<file path="config.mk">
export PLATFORM = sky130hd
export DESIGN_NAME = slhm_serial_link_health_monitor
export DESIGN_NICKNAME = d
export VERILOG_FILES = /design/src/slhm_pkg.sv /design/src/slhm_serial_link_health_monitor.sv
export SDC_FILE = /design/constraint.sdc
export NUM_CORES = 1
export LEC_CHECK = 0
export CAP_MARGIN = 15
export CELL_PAD_IN_SITES_DETAIL_PLACEMENT = 0
export CELL_PAD_IN_SITES_GLOBAL_PLACEMENT = 1
export CORE_MARGIN = 4
export CORE_UTILIZATION = 45
export CTS_BUF_LIST = sky130_fd_sc_hd__clkbuf_4 sky130_fd_sc_hd__clkbuf_8
export DETAILED_ROUTE_END_ITERATION = 8
export DONT_BUFFER_PORTS = 1
export GPL_TIMING_DRIVEN = 0
export PLACE_DENSITY = 0.75
export SYNTH_ARGS = -nofsm -noshare
export SYNTH_HDL_FRONTEND = slang
export SYNTH_SLANG_ARGS = --single-unit
</file>
<file path="constraint.sdc">
create_clock -name sys_clk -period 3.15 [get_ports sys_clk]
set_input_delay 0.4725 -clock sys_clk [delete_from_list [all_inputs] [get_ports sys_clk]]
set_output_delay 0.4725 -clock sys_clk [all_outputs]
set_load 0.05 [all_outputs]
</file>
<file path="src/slhm_pkg.sv">
package slhm_pkg;

  // --------------------------------------------------------------------
  // register map (byte offsets on the plain register port)
  // --------------------------------------------------------------------
  localparam logic [11:0] OFS_LINK_WATCHDOG_CFG       = 12'h124;
  localparam logic [11:0] OFS_SYNC_ERROR_PULSE_CFG    = 12'h127;
  localparam logic [11:0] OFS_CRC_ALARM_THRESHOLD_CFG = 12'h128;
  localparam logic [11:0] OFS_LINK_CTL                = 12'h129;
  localparam logic [11:0] OFS_LINK_STATUS             = 12'h12a;

  localparam logic [7:0] RST_LINK_WATCHDOG_CFG       = 8'h00;
  localparam logic [7:0] RST_SYNC_ERROR_PULSE_CFG    = 8'h00;
  localparam logic [7:0] RST_CRC_ALARM_THRESHOLD_CFG = 8'h00;
  localparam logic [7:0] RST_LINK_CTL                = 8'h00;

  // field positions
  localparam int POS_WATCHDOG_PLL_RESET_EN  = 7;
  localparam int POS_WATCHDOG_DECREMENT_SEL = 4;
  localparam int POS_WATCHDOG_THRESHOLD_SEL = 0;
  localparam int POS_SYNC_ERROR_PULSE_WIDTH = 0;
  localparam int POS_CRC_RECOVERY_COUNT_SEL = 2;
  localparam int POS_CRC_ERROR_THRESHOLD_SEL = 0;
  localparam int POS_LINK_ENABLE_CTL        = 0;

  // watchdog threshold counts, selector values 1 to 4
  localparam logic [23:0] WD_TH_SEL1 = 24'h02_0000;
  localparam logic [23:0] WD_TH_SEL2 = 24'h08_0000;
  localparam logic [23:0] WD_TH_SEL3 = 24'h20_0000;
  localparam logic [23:0] WD_TH_SEL4 = 24'h80_0000;
  localparam int          WD_MISS_CYCLES = 1024;

  // --------------------------------------------------------------------
  // carriers
  // --------------------------------------------------------------------
  typedef struct packed {
    logic       watchdogPllResetEn;
    logic       rsv6;
    logic [1:0] watchdogDecrementSel;
    logic       rsv3;
    logic [2:0] watchdogThresholdSel;
  } slhm_wdcfg_type;

  typedef struct packed {
    logic [3:0] rsv;
    logic [1:0] crcRecoveryCountSel;
    logic [1:0] crcErrorThresholdSel;
  } slhm_crccfg_type;

  typedef struct packed {
    logic        phyRxReset;
    logic        phyPllReset;
  } slhm_phyrst_type;

endpackage : slhm_pkg

</file>
<file path="src/slhm_serial_link_health_monitor.sv">
// Behaviour
// - watchdog reaching threshold resets receiver logic and restarts the counter
// - with pll reset enable set, expiry also resets the link pll
// - threshold select: 0 off, 1..4 give 2^17,2^19,2^21,2^23; 5-7 reserved
// - link-up spells with no crc alarm, of any length, even one cycle, step the watchdog down
// - correctable receive error drives sync low for pulse-width link clock cycles
// - pulse width is 3 bits, 0 to 7; zero suppresses error reporting
// - recovery select gives 1, 4, 16 or 64 clean multiblocks
// - error threshold select gives 1, 2, 4 or 8 errored multiblocks
// - errored multiblocks count up to the threshold; a full clean run clears the count
// - alarm sets once errored count reaches threshold without a clean run
// - alarm clears once a clean run of recovery length is seen
// - link up and no alarm: counter decrements by 1, 2, 8 or 16
// - with pll reset enable clear, expiry resets only the receiver
//
// Local design decision: the strobed register port.
`timescale 1ns/1ps

module slhm_serial_link_health_monitor #(
  parameter logic [23:0] WD_TH1 = slhm_pkg::WD_TH_SEL1, // threshold count, select 1
  parameter logic [23:0] WD_TH2 = slhm_pkg::WD_TH_SEL2, // threshold count, select 2
  parameter logic [23:0] WD_TH3 = slhm_pkg::WD_TH_SEL3, // threshold count, select 3
  parameter logic [23:0] WD_TH4 = slhm_pkg::WD_TH_SEL4  // threshold count, select 4
) (
  input  wire logic        sys_clk,      // 100 MHz device clock
  input  wire logic        rst_n,        // synchronous reset, active low
  input  wire logic [11:0] regAddr,      // register byte address
  input  wire logic [7:0]  regWdata,     // register write data
  input  wire logic        regWr,        // write strobe
  input  wire logic        regRd,        // read strobe
  output logic      [7:0]  regRdata,     // read data, cycle after strobe
  input  wire logic        linkUp,       // link healthy level
  input  wire logic        mbDone,       // one multiblock received, pulse
  input  wire logic        mbCrcErr,     // that multiblock failed crc
  input  wire logic        rxErr,        // correctable receive error, pulse
  input  wire logic        linkClkTick,  // one link clock cycle elapsed, pulse
  output logic             phyRxReset,   // receiver reset, one-cycle pulse
  output logic             phyPllReset,  // link pll reset, one-cycle pulse
  output logic             syncErrN,     // sync toward transmitter, low asserts
  output logic             crcAlarm      // crc alarm flag
);

  // --------------------------------------------------------------------
  // decode helpers
  // --------------------------------------------------------------------
  function automatic logic [23:0] wdThreshold(input logic [2:0] sel);
    unique case (sel)
      3'h1:    wdThreshold = WD_TH1;
      3'h2:    wdThreshold = WD_TH2;
      3'h3:    wdThreshold = WD_TH3;
      3'h4:    wdThreshold = WD_TH4;
      default: wdThreshold = 24'h00_0000;
    endcase
  endfunction : wdThreshold

  function automatic logic [4:0] wdStep(input logic [1:0] sel);
    unique case (sel)
      2'h0: wdStep = 5'h01;
      2'h1: wdStep = 5'h02;
      2'h2: wdStep = 5'h08;
      2'h3: wdStep = 5'h10;
    endcase
  endfunction : wdStep

  function automatic logic [6:0] crcRecovery(input logic [1:0] sel);
    unique case (sel)
      2'h0: crcRecovery = 7'h01;
      2'h1: crcRecovery = 7'h04;
      2'h2: crcRecovery = 7'h10;
      2'h3: crcRecovery = 7'h40;
    endcase
  endfunction : crcRecovery

  function automatic logic [3:0] crcThreshold(input logic [1:0] sel);
    unique case (sel)
      2'h0: crcThreshold = 4'h1;
      2'h1: crcThreshold = 4'h2;
      2'h2: crcThreshold = 4'h4;
      2'h3: crcThreshold = 4'h8;
    endcase
  endfunction : crcThreshold

  // --------------------------------------------------------------------
  // registers
  // --------------------------------------------------------------------
  slhm_pkg::slhm_wdcfg_type  wdCfg;
  slhm_pkg::slhm_crccfg_type crcCfg;
  logic [7:0]                pulseCfg;
  logic                      linkEnable;

  wire hitWd    = regAddr == slhm_pkg::OFS_LINK_WATCHDOG_CFG;
  wire hitPulse = regAddr == slhm_pkg::OFS_SYNC_ERROR_PULSE_CFG;
  wire hitCrc   = regAddr == slhm_pkg::OFS_CRC_ALARM_THRESHOLD_CFG;
  wire hitCtl   = regAddr == slhm_pkg::OFS_LINK_CTL;
  wire hitStat  = regAddr == slhm_pkg::OFS_LINK_STATUS;

  // settings are expected to change only while linkEnable is low
  always_ff @(posedge sys_clk) begin
    if (!rst_n) begin
      wdCfg      <= slhm_pkg::RST_LINK_WATCHDOG_CFG;
      pulseCfg   <= slhm_pkg::RST_SYNC_ERROR_PULSE_CFG;
      crcCfg     <= slhm_pkg::RST_CRC_ALARM_THRESHOLD_CFG;
      linkEnable <= slhm_pkg::RST_LINK_CTL[slhm_pkg::POS_LINK_ENABLE_CTL];
    end else if (regWr) begin
      if (hitWd)    wdCfg      <= regWdata;
      if (hitPulse) pulseCfg   <= regWdata;
      if (hitCrc)   crcCfg     <= regWdata;
      if (hitCtl)   linkEnable <= regWdata[slhm_pkg::POS_LINK_ENABLE_CTL];
    end
  end

  // --------------------------------------------------------------------
  // watchdog
  // --------------------------------------------------------------------
  logic [23:0] wdCount;
  logic [23:0] next_wdCount;

  wire [23:0] wdLimit  = wdThreshold(wdCfg.watchdogThresholdSel);
  wire [23:0] wdDec    = {19'h0_0000, wdStep(wdCfg.watchdogDecrementSel)};
  wire        wdActive = linkEnable && (wdLimit != 24'h00_0000);
  wire        wdBad    = !linkUp || crcAlarm;
  wire        wdExpire = wdActive && wdBad && (wdCount + 24'h00_0001 >= wdLimit);

  always_comb begin
    if (!wdActive || wdExpire) begin
      next_wdCount = 24'h00_0000;
    end else if (wdBad) begin
      next_wdCount = wdCount + 24'h00_0001;
    end else if (wdCount > wdDec) begin
      // each healthy cycle steps the count down by wdDec
      next_wdCount = wdCount - wdDec;
    end else begin
      next_wdCount = 24'h00_0000;
    end
  end

  always_ff @(posedge sys_clk) begin
    if (!rst_n) begin
      wdCount     <= 24'h00_0000;
      phyRxReset  <= 1'b0;
      phyPllReset <= 1'b0;
    end else begin
      wdCount     <= next_wdCount;
      phyRxReset  <= wdExpire;
      phyPllReset <= wdExpire && wdCfg.watchdogPllResetEn;
    end
  end

  // --------------------------------------------------------------------
  // sync error report pulse
  // --------------------------------------------------------------------
  logic [2:0] syncCnt;
  logic [2:0] next_syncCnt;

  wire [2:0] pulseWidth = pulseCfg[slhm_pkg::POS_SYNC_ERROR_PULSE_WIDTH +: 3];
  wire       errReport  = linkEnable && rxErr && (pulseWidth != 3'h0);

  always_comb begin
    if (!linkEnable) begin
      next_syncCnt = 3'h0;
    end else if (errReport) begin
      next_syncCnt = pulseWidth;
    end else if (linkClkTick && syncCnt != 3'h0) begin
      next_syncCnt = syncCnt - 3'h1;
    end else begin
      next_syncCnt = syncCnt;
    end
  end

  always_ff @(posedge sys_clk) begin
    if (!rst_n) begin
      syncCnt  <= 3'h0;
      syncErrN <= 1'b1;
    end else begin
      syncCnt  <= next_syncCnt;
      syncErrN <= next_syncCnt == 3'h0;
    end
  end

  // --------------------------------------------------------------------
  // crc alarm
  // --------------------------------------------------------------------
  logic [3:0] crcErrCnt;
  logic [6:0] cleanRun;
  logic [3:0] next_crcErrCnt;
  logic [6:0] next_cleanRun;
  logic       next_crcAlarm;

  wire [3:0] crcTh    = crcThreshold(crcCfg.crcErrorThresholdSel);
  wire [6:0] crcRec   = crcRecovery(crcCfg.crcRecoveryCountSel);
  wire       mbBad    = mbDone && mbCrcErr;
  wire       mbGood   = mbDone && !mbCrcErr;
  wire       runDone  = mbGood && (cleanRun + 7'h01 >= crcRec);
  wire       errFull  = crcErrCnt >= crcTh;
  wire       trip     = mbBad && (crcErrCnt + 4'h1 >= crcTh);

  always_comb begin
    next_crcErrCnt = crcErrCnt;
    next_cleanRun  = cleanRun;
    next_crcAlarm  = crcAlarm;
    if (!linkEnable) begin
      next_crcErrCnt = 4'h0;
      next_cleanRun  = 7'h00;
      next_crcAlarm  = 1'b0;
    end else if (mbBad) begin
      next_cleanRun = 7'h00;
      if (!errFull) begin
        next_crcErrCnt = crcErrCnt + 4'h1;
      end
      if (trip) begin
        next_crcAlarm = 1'b1;
      end
    end else if (runDone) begin
      next_crcErrCnt = 4'h0;
      next_cleanRun  = 7'h00;
      next_crcAlarm  = 1'b0;
    end else if (mbGood) begin
      next_cleanRun = cleanRun + 7'h01;
    end
  end

  always_ff @(posedge sys_clk) begin
    if (!rst_n) begin
      crcErrCnt <= 4'h0;
      cleanRun  <= 7'h00;
      crcAlarm  <= 1'b0;
    end else begin
      crcErrCnt <= next_crcErrCnt;
      cleanRun  <= next_cleanRun;
      crcAlarm  <= next_crcAlarm;
    end
  end

  // --------------------------------------------------------------------
  // read port
  // --------------------------------------------------------------------
  wire [7:0] statusWord = {3'h0, ~syncErrN, wdCount != 24'h00_0000, linkUp,
                           crcErrCnt != 4'h0, crcAlarm};
  wire [7:0] rdMux = hitWd    ? wdCfg :
                     hitPulse ? {5'h00, pulseWidth} :
                     hitCrc   ? {4'h0, crcCfg[3:0]} :
                     hitCtl   ? {7'h00, linkEnable} :
                     hitStat  ? statusWord : 8'h00;

  always_ff @(posedge sys_clk) begin
    if (!rst_n) begin
      regRdata <= 8'h00;
    end else begin
      regRdata <= regRd ? rdMux : 8'h00;
    end
  end
endmodule : slhm_serial_link_health_monitor

</file>
==> summary.txt, run 1 <==
Outcome
  • Status: complete, but fails checks
  • Failing checks: setup timing

Drt
  • Metal3 WL: roughly 940 um
  • Post-detailed-route count of antenna-violating nets: 0
  • # DRC: 0
  • Wl on met1: between 5000 and 6000 um
  • Routed wire length: ~13,000 um
  • Drt wl/cell: roughly 18 um
  • Via Count: about 4,500
  • Highest metal used: met4
  • Drt first pass iters: 5
  • Met2 WL post-DR: around 6600 um
  • DR iter-0 viols: 231
  • Vias per inst: around 6

Finish
  • Layout cells sized above 1: approximately 19%
  • # nets final: between 600 and 700
  • Most frequent cells in the layout: 57 x dfxtp_1, 55 x nand2_1, 49 x nor2_1, 30 x nand3_1, 29 x nor3_1
  • Synth-to-layout area growth: 21.12%
  • Most common cell after layout, fill and taps aside: dfxtp_1
  • Antenna Cells: 0
  • Core Util, Final: a little under three fifths

Global route
  • Initial antenna violation count: 0
  • GR Overflow Total: 0
  • Vias in the first global route: about 4,400
  • Total GRT Usage: 23.90%
  • Largest net degree at the start of global routing: 13
  • First-pass GRT wire length: around 22,000 um

Timing
  • Final Setup Violations: 25
  • Number of max-slew violations in the final report: 0
  • Period utilization: 102.6%
  • RSZ-0062 raised after global routing: true
  • FMAX: about 0.31 GHz
  • Max Clock Skew: approximately 0.0090 ns
  • Worst rel slew slack: 40.96%
  • Hold Vio Cnt, Final: 0
  • Min Tclk post-route: around 3.2 ns
  • Worst hold slack: between 0.2 and 0.3 ns
  • Min setup slack post-route: -0.08142 ns
  • Setup Total Neg Slack: -1.170 ns
  • Worst Tran Pin Value: 0.8788 ns

Worst setup path
  • CP top delay family: simple AND/OR/NAND/NOR gates
  • Crit path DAT: 3.44 ns
  • Setup crit start kind: register
  • Critical path type: reg2reg
  • Crit-path max FO: 6
  • Critical path cell sequence: and3_4 -> nand4_1 -> nor4_4 -> buf_4 -> nand4_1 -> xnor2_2 -> ha_4 -> nand4_1 -> a211oi_2 -> nand4_1 -> a21oi_4 -> buf_6 -> buf_8 -> nor3_1
  • Critical-path top delay cell: dfxtp_4
  • WP data required: 3.36 ns
  • WP buf/inv: 3
  • Largest stage delay, worst path: between 0.3 and 0.4 ns
  • CP Capture Type: register
  • Most frequent CP cell: nand4_1

Min path
  • Min-Delay Path Class: in2reg

Placed design
  • Final GP Congestion: approximately 0.97
  • Post-DP HPWL: 9460 um
  • # port buffers: 0

Power
  • Pleak: ~2.0 nW
  • VDD IR max: approximately 0.27 mV
  • PwrDens: roughly 320 nW/um^2

Logic synthesis
  • Seq/Total Area, Yosys: between 20% and 30%
  • Syn Inst Count: roughly 570
  • EDFF count, synth: 0
  • Syn Nets: 631
  • Syn_area_per_cell: between 7 and 8 sq um
  • Mapped Area: between 4000 and 5000 sq um
  • Asr flop ratio synth: 0%
  • Synth area leader: dfxtp_1
  • Post-synth cell types: 70
  • Synth top area share: 28.92%
  • Synth Register Bits: 66
  • Largest cells by area after synthesis: dfxtp_1 29%, ha_1 7.7%, xnor2_1 4.6%
  • Ys flop type: dfxtp_1
  • Yosys warns: 0

Floorplan
  • Rows: 36
  • Number of top-level pins: 41
  • Chip Height: about 110 um
  • Die Wd: between 100 and 150 um
  • Die area: between 10,000 and 15,000 sq um
  • Initial Util: a little under half
  • CORE AREA: ~9800 sq um

Flow run
  • Total of max-cap violations: 0

Clock network
  • Clock-pin slew on the worst setup and hold paths: ~0.08 ns
  • TritonCTS buffer count: 9
  • CTS tree: done
  • Skew-Pair Late Insertion Delay: around 0.36 ns
  • Root Buffer: clkbuf_8
  • H-tree depth: 3
  • CTS max path bufs: 2
  • CTS sink count: 66
-- final timing paths --
| kind | startpoint | end | slack, ns | cells past startpoint |
|---|---|---|---|---|
| hold / removal | linkUp | regRdata[2] | 0.26 | 2 |
| setup / recovery | wdCount[1] | wdCount[19] | -0.08 | 14 |
| setup reg to reg | wdCount[1] | wdCount[19] | -0.08 | 14 |
| hold reg to reg | wdCfg[6] | regRdata[6] | 0.46 | 1 |
-- worst register-to-register path: stages, from the launching register on --
cell and delay (ns):
dfxtp_4 0.39, and3_4 0.20, nand4_1 0.19, nor4_4 0.26, buf_4 0.17, nand4_1 0.14, xnor2_2 0.22, ha_4 0.30
nand4_1 0.11, a211oi_2 0.29, nand4_1 0.21, a21oi_4 0.27, buf_6 0.16, buf_8 0.13, nor3_1 0.05
-- Yosys cell counts (3+ instances only) --
cell	count
nand2_1	55
a22oi_1	5
o22ai_1	3
nor4_1	13
a21oi_1	19
a222oi_1	3
nand2b_1	11
xor2_1	11
nand4_1	14
clkbuf_1	19
o31ai_1	7
buf_2	8
dfxtp_1	66
o221ai_1	3
and2_1	9
a21boi_0	17
inv_1	20
a21o_1	3
nor2_1	50
mux2i_1	4
ha_1	28
nor3b_1	3
xnor2_1	24
and3_1	7
nor2b_1	5
a311oi_1	3
or3_1	8
a211oi_1	8
nand3_1	30
nand3b_1	7
o311ai_0	3
buf_4	4
o21ai_0	18
nor3_1	36
-- routing by layer --
metal	vias up	GRT usage, %
met1	2100	28.60
met5	-	0
li1	2172	-
met2	178	40.78
met3	33	5.269
met4	0	10.91
-- cells by family after synthesis --
group                      synth area share, %
DFF                                      28.92
xor gates and xnor gates                 6.710
adders and majority gates                8.107
AOI/OAI and AO/OA                        18.68
buffers and inverters                    5.094
muxes                                    1.369
and+or+nand+nor                          31.11
-- repair_timing --
action                     in CTS  in global routing
gates cloned                    2                  0
hold buffers                    0                  0
resized for setup              46                 30
pin swaps                      17                 16
setup endpoints to repair      26                 26
setup buffers                  13                 16
-- layout make-up --
type,count,area [sq um]
Sequential cell,66,1338
Buffer,29,181.4
Clock buffer,11,138.9
Tap cell,133,166.4
Fill cell,959,4287
Clock inverter,5,86.33
Multi-Input combinational cell,454,3283
Inverter,20,75.07
Timing Repair Buffer,30,264.0
-- metrics by stage --
stage	instance area (sq um)	setup slack [ns]	instances	total power [mW]
floorplan	4581	0.05019	573	0.8987
global placement	4747	-0.6660	706	0.9168
detailed placement	4747	-0.6671	706	0.9166
CTS	5341	-0.1932	737	1.769
global route	5533	-0.1701	748	1.810
finish	5533	-0.08142	748	1.746
-- sequential cells by signal, indices dropped and copies added, names as in the netlist --
signal,count
syncCnt,3
syncErrN,1
crcAlarm,1
regRdata,8
phyRxReset,1
pulseCfg,3
phyPllReset,1
wdCount,24
linkEnable,1
crcCfg,4
cleanRun,7
crcErrCnt,4
wdCfg,8
-- report_power, final --
group          switching (mW)  internal, mW  total (mW)  leakage, nW
clock network           0.357         0.469       0.826        0.115
registers           0.0000380         0.832       0.832        0.537
logic                  0.0543        0.0339      0.0882         1.38
total                   0.411          1.33        1.75         2.03
Power figures use the tool's default switching activity.
==> run 2: changes to the inputs <==
--- a/config.mk
+++ b/config.mk
@@ -15,6 +15,7 @@
 export DONT_BUFFER_PORTS = 1
 export GPL_TIMING_DRIVEN = 0
 export PLACE_DENSITY = 0.75
+export SETUP_SLACK_MARGIN = 0.2
 export SYNTH_ARGS = -nofsm -noshare
 export SYNTH_HDL_FRONTEND = slang
 export SYNTH_SLANG_ARGS = --single-unit
==> run 2 against run 1 <==
Compared with the run above:
- the flow still finishes with violations (setup timing)
- first-iteration DRC count up 18%
- global-route usage down 0.44 points
- sequential share of layout area up 0.31 points
- total power down 2.1%
- clock power down 4.8%
- design area down 1.7%
==> summary.txt, run 2 (synthesis results as in run 1) <==
Outcome
  • Status: complete, but fails checks
  • Failing checks: setup timing

Timing
  • Setup Total Neg Slack: -2.338 ns
  • Period utilization: 104.8%
  • Worst Tran Pin Value: about 0.94 ns
  • Max Clock Skew: roughly 0.01 ns
  • Final Setup Violations: 26
  • Worst rel slew slack: ~37%
  • Min Tclk post-route: around 3.3 ns
  • RSZ-0062 raised after global routing: true
  • Min setup slack post-route: -0.1517 ns
  • Hold Vio Cnt, Final: 0
  • Number of max-slew violations in the final report: 0
  • FMAX: slightly above 0.3 GHz

Clock network
  • TritonCTS buffer count: 9
  • CTS max path bufs: 2
  • Skew-Pair Late Insertion Delay: between 0.3 and 0.4 ns
  • Root Buffer: clkbuf_8
  • CTS tree: done
  • CTS sink count: between 60 and 70
  • H-tree depth: 3
  • Hold_buf cts: 0
  • Clock-pin slew on the worst setup and hold paths: around 0.090 ns

Worst setup path
  • WP data required: approximately 3.4 ns
  • CP Capture Type: register
  • Crit-path max FO: 7
  • Critical path type: reg2reg
  • Crit path DAT: roughly 3.6 ns
  • R2r setup slk: -0.15 ns
  • Setup crit start kind: register

Floorplan
  • Number of top-level pins: 41
  • CORE AREA: approximately 9800 sq um
  • Rows: 36
  • Die area: between 10,000 and 15,000 sq um
  • Initial Util: between 40% and 50%
  • Chip Height: between 100 and 150 um
  • Die Wd: ~110 um

Global route
  • Vias in the first global route: between 4,000 and 5,000
  • First-pass GRT wire length: approximately 22,000 um
  • Total GRT Usage: 23.45%
  • Largest net degree at the start of global routing: 15
  • Initial antenna violation count: 0
  • GR Overflow Total: 0

Drt
  • Via Count: approximately 4,400
  • Wl on met1: 5866 um
  • Routed wire length: 13,600 um
  • Drt wl/cell: 18.33 um
  • Drt first pass iters: 5
  • Post-detailed-route count of antenna-violating nets: 0
  • Highest metal used: met4
  • DR iter-0 viols: ~270
  • Met2 WL post-DR: between 6000 and 7000 um
  • # DRC: 0
  • Vias per inst: 5.933
  • Metal3 WL: roughly 1000 um

Finish
  • Filler cell count: between 900 and 1,000
  • Largest registers: wdCount x24, regRdata x8, wdCfg x8
  • Layout cells sized above 1: a little under a fifth
  • Most common cell after layout, fill and taps aside: dfxtp_1
  • FF/Latch Area: 1333 sq um
  • Most frequent cells in the layout: 59 x dfxtp_1, 55 x nand2_1, 49 x nor2_1, 30 x nand3_1, 27 x ha_1
  • Max FFs per register: 24
  • Synth-to-layout area growth: 19.12%
  • Top reg by flops: wdCount
  • Antenna Cells: 0
  • # nets final: around 660
  • Area of the multi-input gates: approximately 3200 sq um

Power
  • Pleak: between 1.5 and 2 nW
  • PwrDens: ~310 nW/um^2
  • Post-route total power: roughly 1.7 mW
  • VDD IR max: about 0.18 mV

Placed design
  • Post-DP HPWL: 9511 um
  • Final GP Congestion: 0.9046
  • Post-place setup slack: -0.6337 ns
  • # port buffers: 0

Flow run
  • Total of max-cap violations: 0

Min path
  • Min-Delay Path Class: in2reg
## run 2: changes by cell type in the layout (fill, tap and decap cells not counted), sizes merged
cell,previous run,this run
clkinvlp,0,2
bufinv,2,1
buf,41,34
clkbuf,29,28
clkinv,2,0
inv,21,24
## run 2: worst paths after layout
| check | startpoint | to | cells past startpoint |
|---|---|---|---|
| worst max-delay path | wdCount[12] | wdCount[20] | 13 |
| worst min-delay path | linkUp | regRdata[2] | 2 |
| worst max register to register | wdCount[12] | wdCount[20] | 13 |
| worst min register to register | wdCfg[6] | wdCfg[6] | 2 |
## run 2: what timing repair did
action                                  in CTS  in global routing
gates cloned                                 1                  1
resized for setup                           37                 24
pin swaps                                   10                  7
setup buffers                               12                  6
endpoints found under the setup margin      26                 26
hold endpoints to repair                     0                  0
## run 2: area by class of cell
cell class,count,area share (%)
Buffer,33,3.817
Clock buffer,9,2.276
Clock inverter,7,1.518
Inverter,20,1.380
Multi-Input combinational cell,454,59.58
Sequential cell,66,24.49
Tap cell,133,3.058
Timing Repair Buffer,20,3.886
## run 2: worst max-delay path, stage by stage, from the launching register on
cell and delay [ns]:
dfxtp_1 0.52, nand4_4 0.22, nor4_4 0.37, and3_4 0.25, and3_4 0.22, xor2_4 0.18
ha_4 0.24, a21oi_4 0.17, o31ai_4 0.10, a211oi_2 0.27, a21oi_4 0.09, buf_12 0.15
buf_4 0.15, nor4_1 0.27
## run 2: per-stage QoR
step	std cells	cell area [sq um]	hold slack, ns	utilization (%)
6_report	742	5441	0.2477	55.42
5_1_grt	742	5441	0.2403	55.42
4_1_cts	735	5270	0.2392	53.67
3_5_place_dp	706	4775	0.4419	48.62
3_3_place_gp	706	4775	0.4392	48.62
2_1_floorplan	573	4608	0.4296	-
## run 2: per-layer routing
| layer | vias up | track usage [%] |
|---|---|---|
| met5 | - | 0 |
| met2 | 166 | 37.60 |
| met3 | 41 | 5.269 |
| met4 | 0 | 10.64 |
| met1 | 2026 | 30.03 |
| li1 | 2169 | - |
## run 2: where the power goes
part	switching [mW]	internal [mW]	total, mW
Clock	0.407	0.379	0.786
Combinational	0.0536	0.0361	0.0897
Sequential	0.0000376	0.832	0.832
Total	0.460	1.25	1.71
==> run 3: changes to the inputs <==
--- a/config.mk
+++ b/config.mk
@@ -15,6 +15,7 @@
 export DONT_BUFFER_PORTS = 1
 export GPL_TIMING_DRIVEN = 0
 export PLACE_DENSITY = 0.75
+export REMOVE_ABC_BUFFERS = 1
 export SETUP_SLACK_MARGIN = 0.2
 export SYNTH_ARGS = -nofsm -noshare
 export SYNTH_HDL_FRONTEND = slang
==> constraint.sdc (replaced) <==
create_clock -name sys_clk -period 3.15 [get_ports sys_clk]
set_input_delay 0.315 -clock sys_clk [delete_from_list [all_inputs] [get_ports sys_clk]]
set_output_delay 0.315 -clock sys_clk [all_outputs]
set_load 0.05 [all_outputs]
==> run 3 against run 2 <==
Compared with the run above:
- the flow still finishes with violations (setup timing)
- sequential power down 0.8%
- register-to-register slack better by 0.13 ns
- wire length down 5.7%
- global-route usage down 0.75 points
- die area unchanged
- combinational power down 27%
- critical path type unchanged
==> summary.txt, run 3 (synthesis results as in run 1) <==
Outcome
  • Status: complete, but fails checks
  • Failing checks: setup timing

Timing
  • Min Tclk post-route: 3.173 ns
  • Period utilization: 100.7%
  • RSZ-0062 raised after global routing: true
  • FMAX: roughly 0.32 GHz
  • Worst Tran Pin Value: roughly 0.9 ns
  • Hold Vio Cnt, Final: 0
  • Worst rel slew slack: about 40%
  • Final Setup Violations: 5
  • Number of max-slew violations in the final report: 0
  • Max Clock Skew: ~0.0095 ns
  • Min setup slack post-route: -0.02300 ns
  • Setup Total Neg Slack: -0.06728 ns

Worst setup path
  • CP Capture Type: register
  • WP buf/inv: 3
  • R2r setup slk: -0.02 ns
  • Critical path cell sequence: and3_4 -> nand4_1 -> nor4_4 -> and3_4 -> and3_4 -> xor2_1 -> ha_1 -> inv_1 -> a41o_1 -> o31ai_4 -> a211oi_2 -> buf_4 -> a21oi_4 -> buf_4 -> nor4_1
  • Critical-path top delay cell: dfxtp_4
  • Crit Reg-Reg Endpoint: wdCount[20]
  • Critical path type: reg2reg
  • Crit path DAT: 3.38 ns
  • Setup crit start kind: register
  • Worst R2R Path Depth: 15
  • Reg-to-reg startpoint: wdCount[0]
  • Most frequent CP cell: and3_4
  • Crit-path max FO: 4
  • CP top delay family: simple AND/OR/NAND/NOR gates
  • WP data required: about 3.4 ns
  • Largest stage delay, worst path: 0.38 ns

Finish
  • # nets final: 641
  • Synth-to-layout area growth: 15.48%
  • Antenna Cells: 0
  • Layout cells sized above 1: about 18%
  • Largest registers: wdCount x24, regRdata x8, wdCfg x8
  • Top reg by flops: wdCount
  • Final design area excluding fillers: 5275 sq um
  • Most frequent cells in the layout: 55 x nand2_1, 50 x dfxtp_1, 46 x nor2_1, 35 x nor3_1, 30 x nand3_1
  • Max FFs per register: 24
  • Most common cell after layout, fill and taps aside: nand2_1

Clock network
  • Skew-Pair Late Insertion Delay: ~0.36 ns
  • CTS max path bufs: 2
  • CTS tree: done
  • Root Buffer: clkbuf_8
  • H-tree depth: 3
  • CTS sink count: between 60 and 70
  • Clock-pin slew on the worst setup and hold paths: around 0.08 ns
  • TritonCTS buffer count: 9

Global route
  • Global routing's busiest layer: met2
  • Vias in the first global route: ~4,200
  • Total GRT Usage: between 20% and 30%
  • Initial antenna violation count: 0
  • Grt met2 use: between 30% and 40%
  • Met1 usage: a little over a quarter
  • Largest net degree at the start of global routing: 32
  • Met3 Use GR: 5.092%
  • First-pass GRT wire length: 21,090 um
  • GR Overflow Total: 0

Power
  • Sw power: approximately 0.40 mW
  • Pint: 1.296 mW
  • PwrDens: around 320 nW/um^2
  • Combinational Power Share: 3.9%
  • VDD IR max: between 0.3 and 0.4 mV
  • Sequential share of power: between 40% and 50%
  • Clock network power share: roughly 47%
  • Pleak: between 1.5 and 2 nW
  • Sw frac: between 20% and 30%

Placed design
  • Final GP Congestion: approximately 0.85
  • # port buffers: 0
  • Post-place setup slack: -1.407 ns
  • Post-DP HPWL: ~8600 um
  • DP Area: 4594 sq um

Drt
  • Via Count: between 4,000 and 5,000
  • Post-detailed-route count of antenna-violating nets: 0
  • Drt first pass iters: 7
  • Routed wire length: about 13,000 um
  • Drt wl/cell: around 18 um
  • DR iter-0 viols: around 260
  • # DRC: 0
  • Vias per inst: 6.022

Floorplan
  • Initial Util: 46.52%
  • Chip Height: between 100 and 150 um
  • Die Wd: 108.8 um
  • CORE AREA: about 9800 sq um
  • Number of top-level pins: 41
  • Rows: 36
  • Die area: around 12,000 sq um

Min path
  • Hold endpoint: linkEnable
  • Min-Delay Path Class: in2reg
  • Hold Crit Depth: 1
  • Hold path start: rst_n

Flow run
  • Total of max-cap violations: 0
run 3: cell types whose count changed in the layout (fill, tap and decap cells not counted), sizes merged:
cell	change
clkbuf	-19
clkinv	+4
buf	-3
inv	-3
clkinvlp	-2
a21oi	+1
bufinv	+1
run 3: worst max path at each step:
| stage | slack, ns | endpoint | depth (start not counted) | start |
|---|---|---|---|---|
| 3_5_place_dp | -1.41 | wdCount[17] | 13 | wdCount[2] |
| 6_report | -0.02 | wdCount[20] | 15 | wdCount[0] |
| 2_1_floorplan | -0.34 | wdCount[17] | 13 | wdCount[2] |
| 3_3_place_gp | -1.40 | wdCount[17] | 13 | wdCount[2] |
| 5_1_grt | -0.13 | wdCount[20] | 15 | wdCount[0] |
| 4_1_cts | -0.1 | phyPllReset | 15 | wdCount[0] |
run 3: what timing repair did:
action	4_1_cts	5_1_grt
gates cloned	1	0
setup buffers	21	8
hold buffers	0	0
gates resized for setup	40	23
pin swaps	14	5
endpoints found under the setup margin	26	26
run 3: final cells by class:
class	instances	area (sq um)
inverter	20	75.07
multi-input combinational	455	3188
clock inverter	7	92.59
clock buffer	9	123.9
timing repair buffer	31	262.8
sequential	66	1366
fill	976	4544
tap	133	166.4
run 3: routing by layer:
layer  up-vias  part of all wire (%)  routed length, um
li1       2117                     -                  -
met1      2058                    42               5335
met2       138                    50               6442
met3        29                   5.6                721
met4         0                   2.5                319
met5         -                     0                  0
run 3: worst register-to-register path: cells and delay by family, from the launching register on:
kind | cells | cell delay (ns)
AOI/OAI and AO/OA | 4 | 0.74
xor gates and xnor gates | 1 | 0.06
adders and majority gates | 1 | 0.34
buffers and inverters | 3 | 0.39
DFF | 1 | 0.38
and+or+nand+nor | 6 | 1.11
run 3: power groups by stage:
stage	Combinational [mW]	Clock [mW]	Sequential (mW)
2_1_floorplan	0.0357	0	0.853
3_3_place_gp	0.0472	0	0.853
3_5_place_dp	0.0503	0	0.853
4_1_cts	0.0607	0.821	0.826
5_1_grt	0.0699	0.860	0.825
6_report	0.0652	0.803	0.825
run 3: stage by stage:
| step | power [mW] | utilization, % | hold slack [ns] | cells |
|---|---|---|---|---|
| final | 1.693 | 53.72 | 0.08770 | 721 |
| after floorplan | 0.8889 | - | 0.4296 | 540 |
| after CTS | 1.709 | 52.12 | 0.07400 | 712 |
| after global routing | 1.755 | 53.72 | 0.08229 | 721 |
| after detailed placement | 0.9034 | 46.79 | 0.4456 | 674 |
| after global placement | 0.9004 | 46.61 | 0.4391 | 673 |
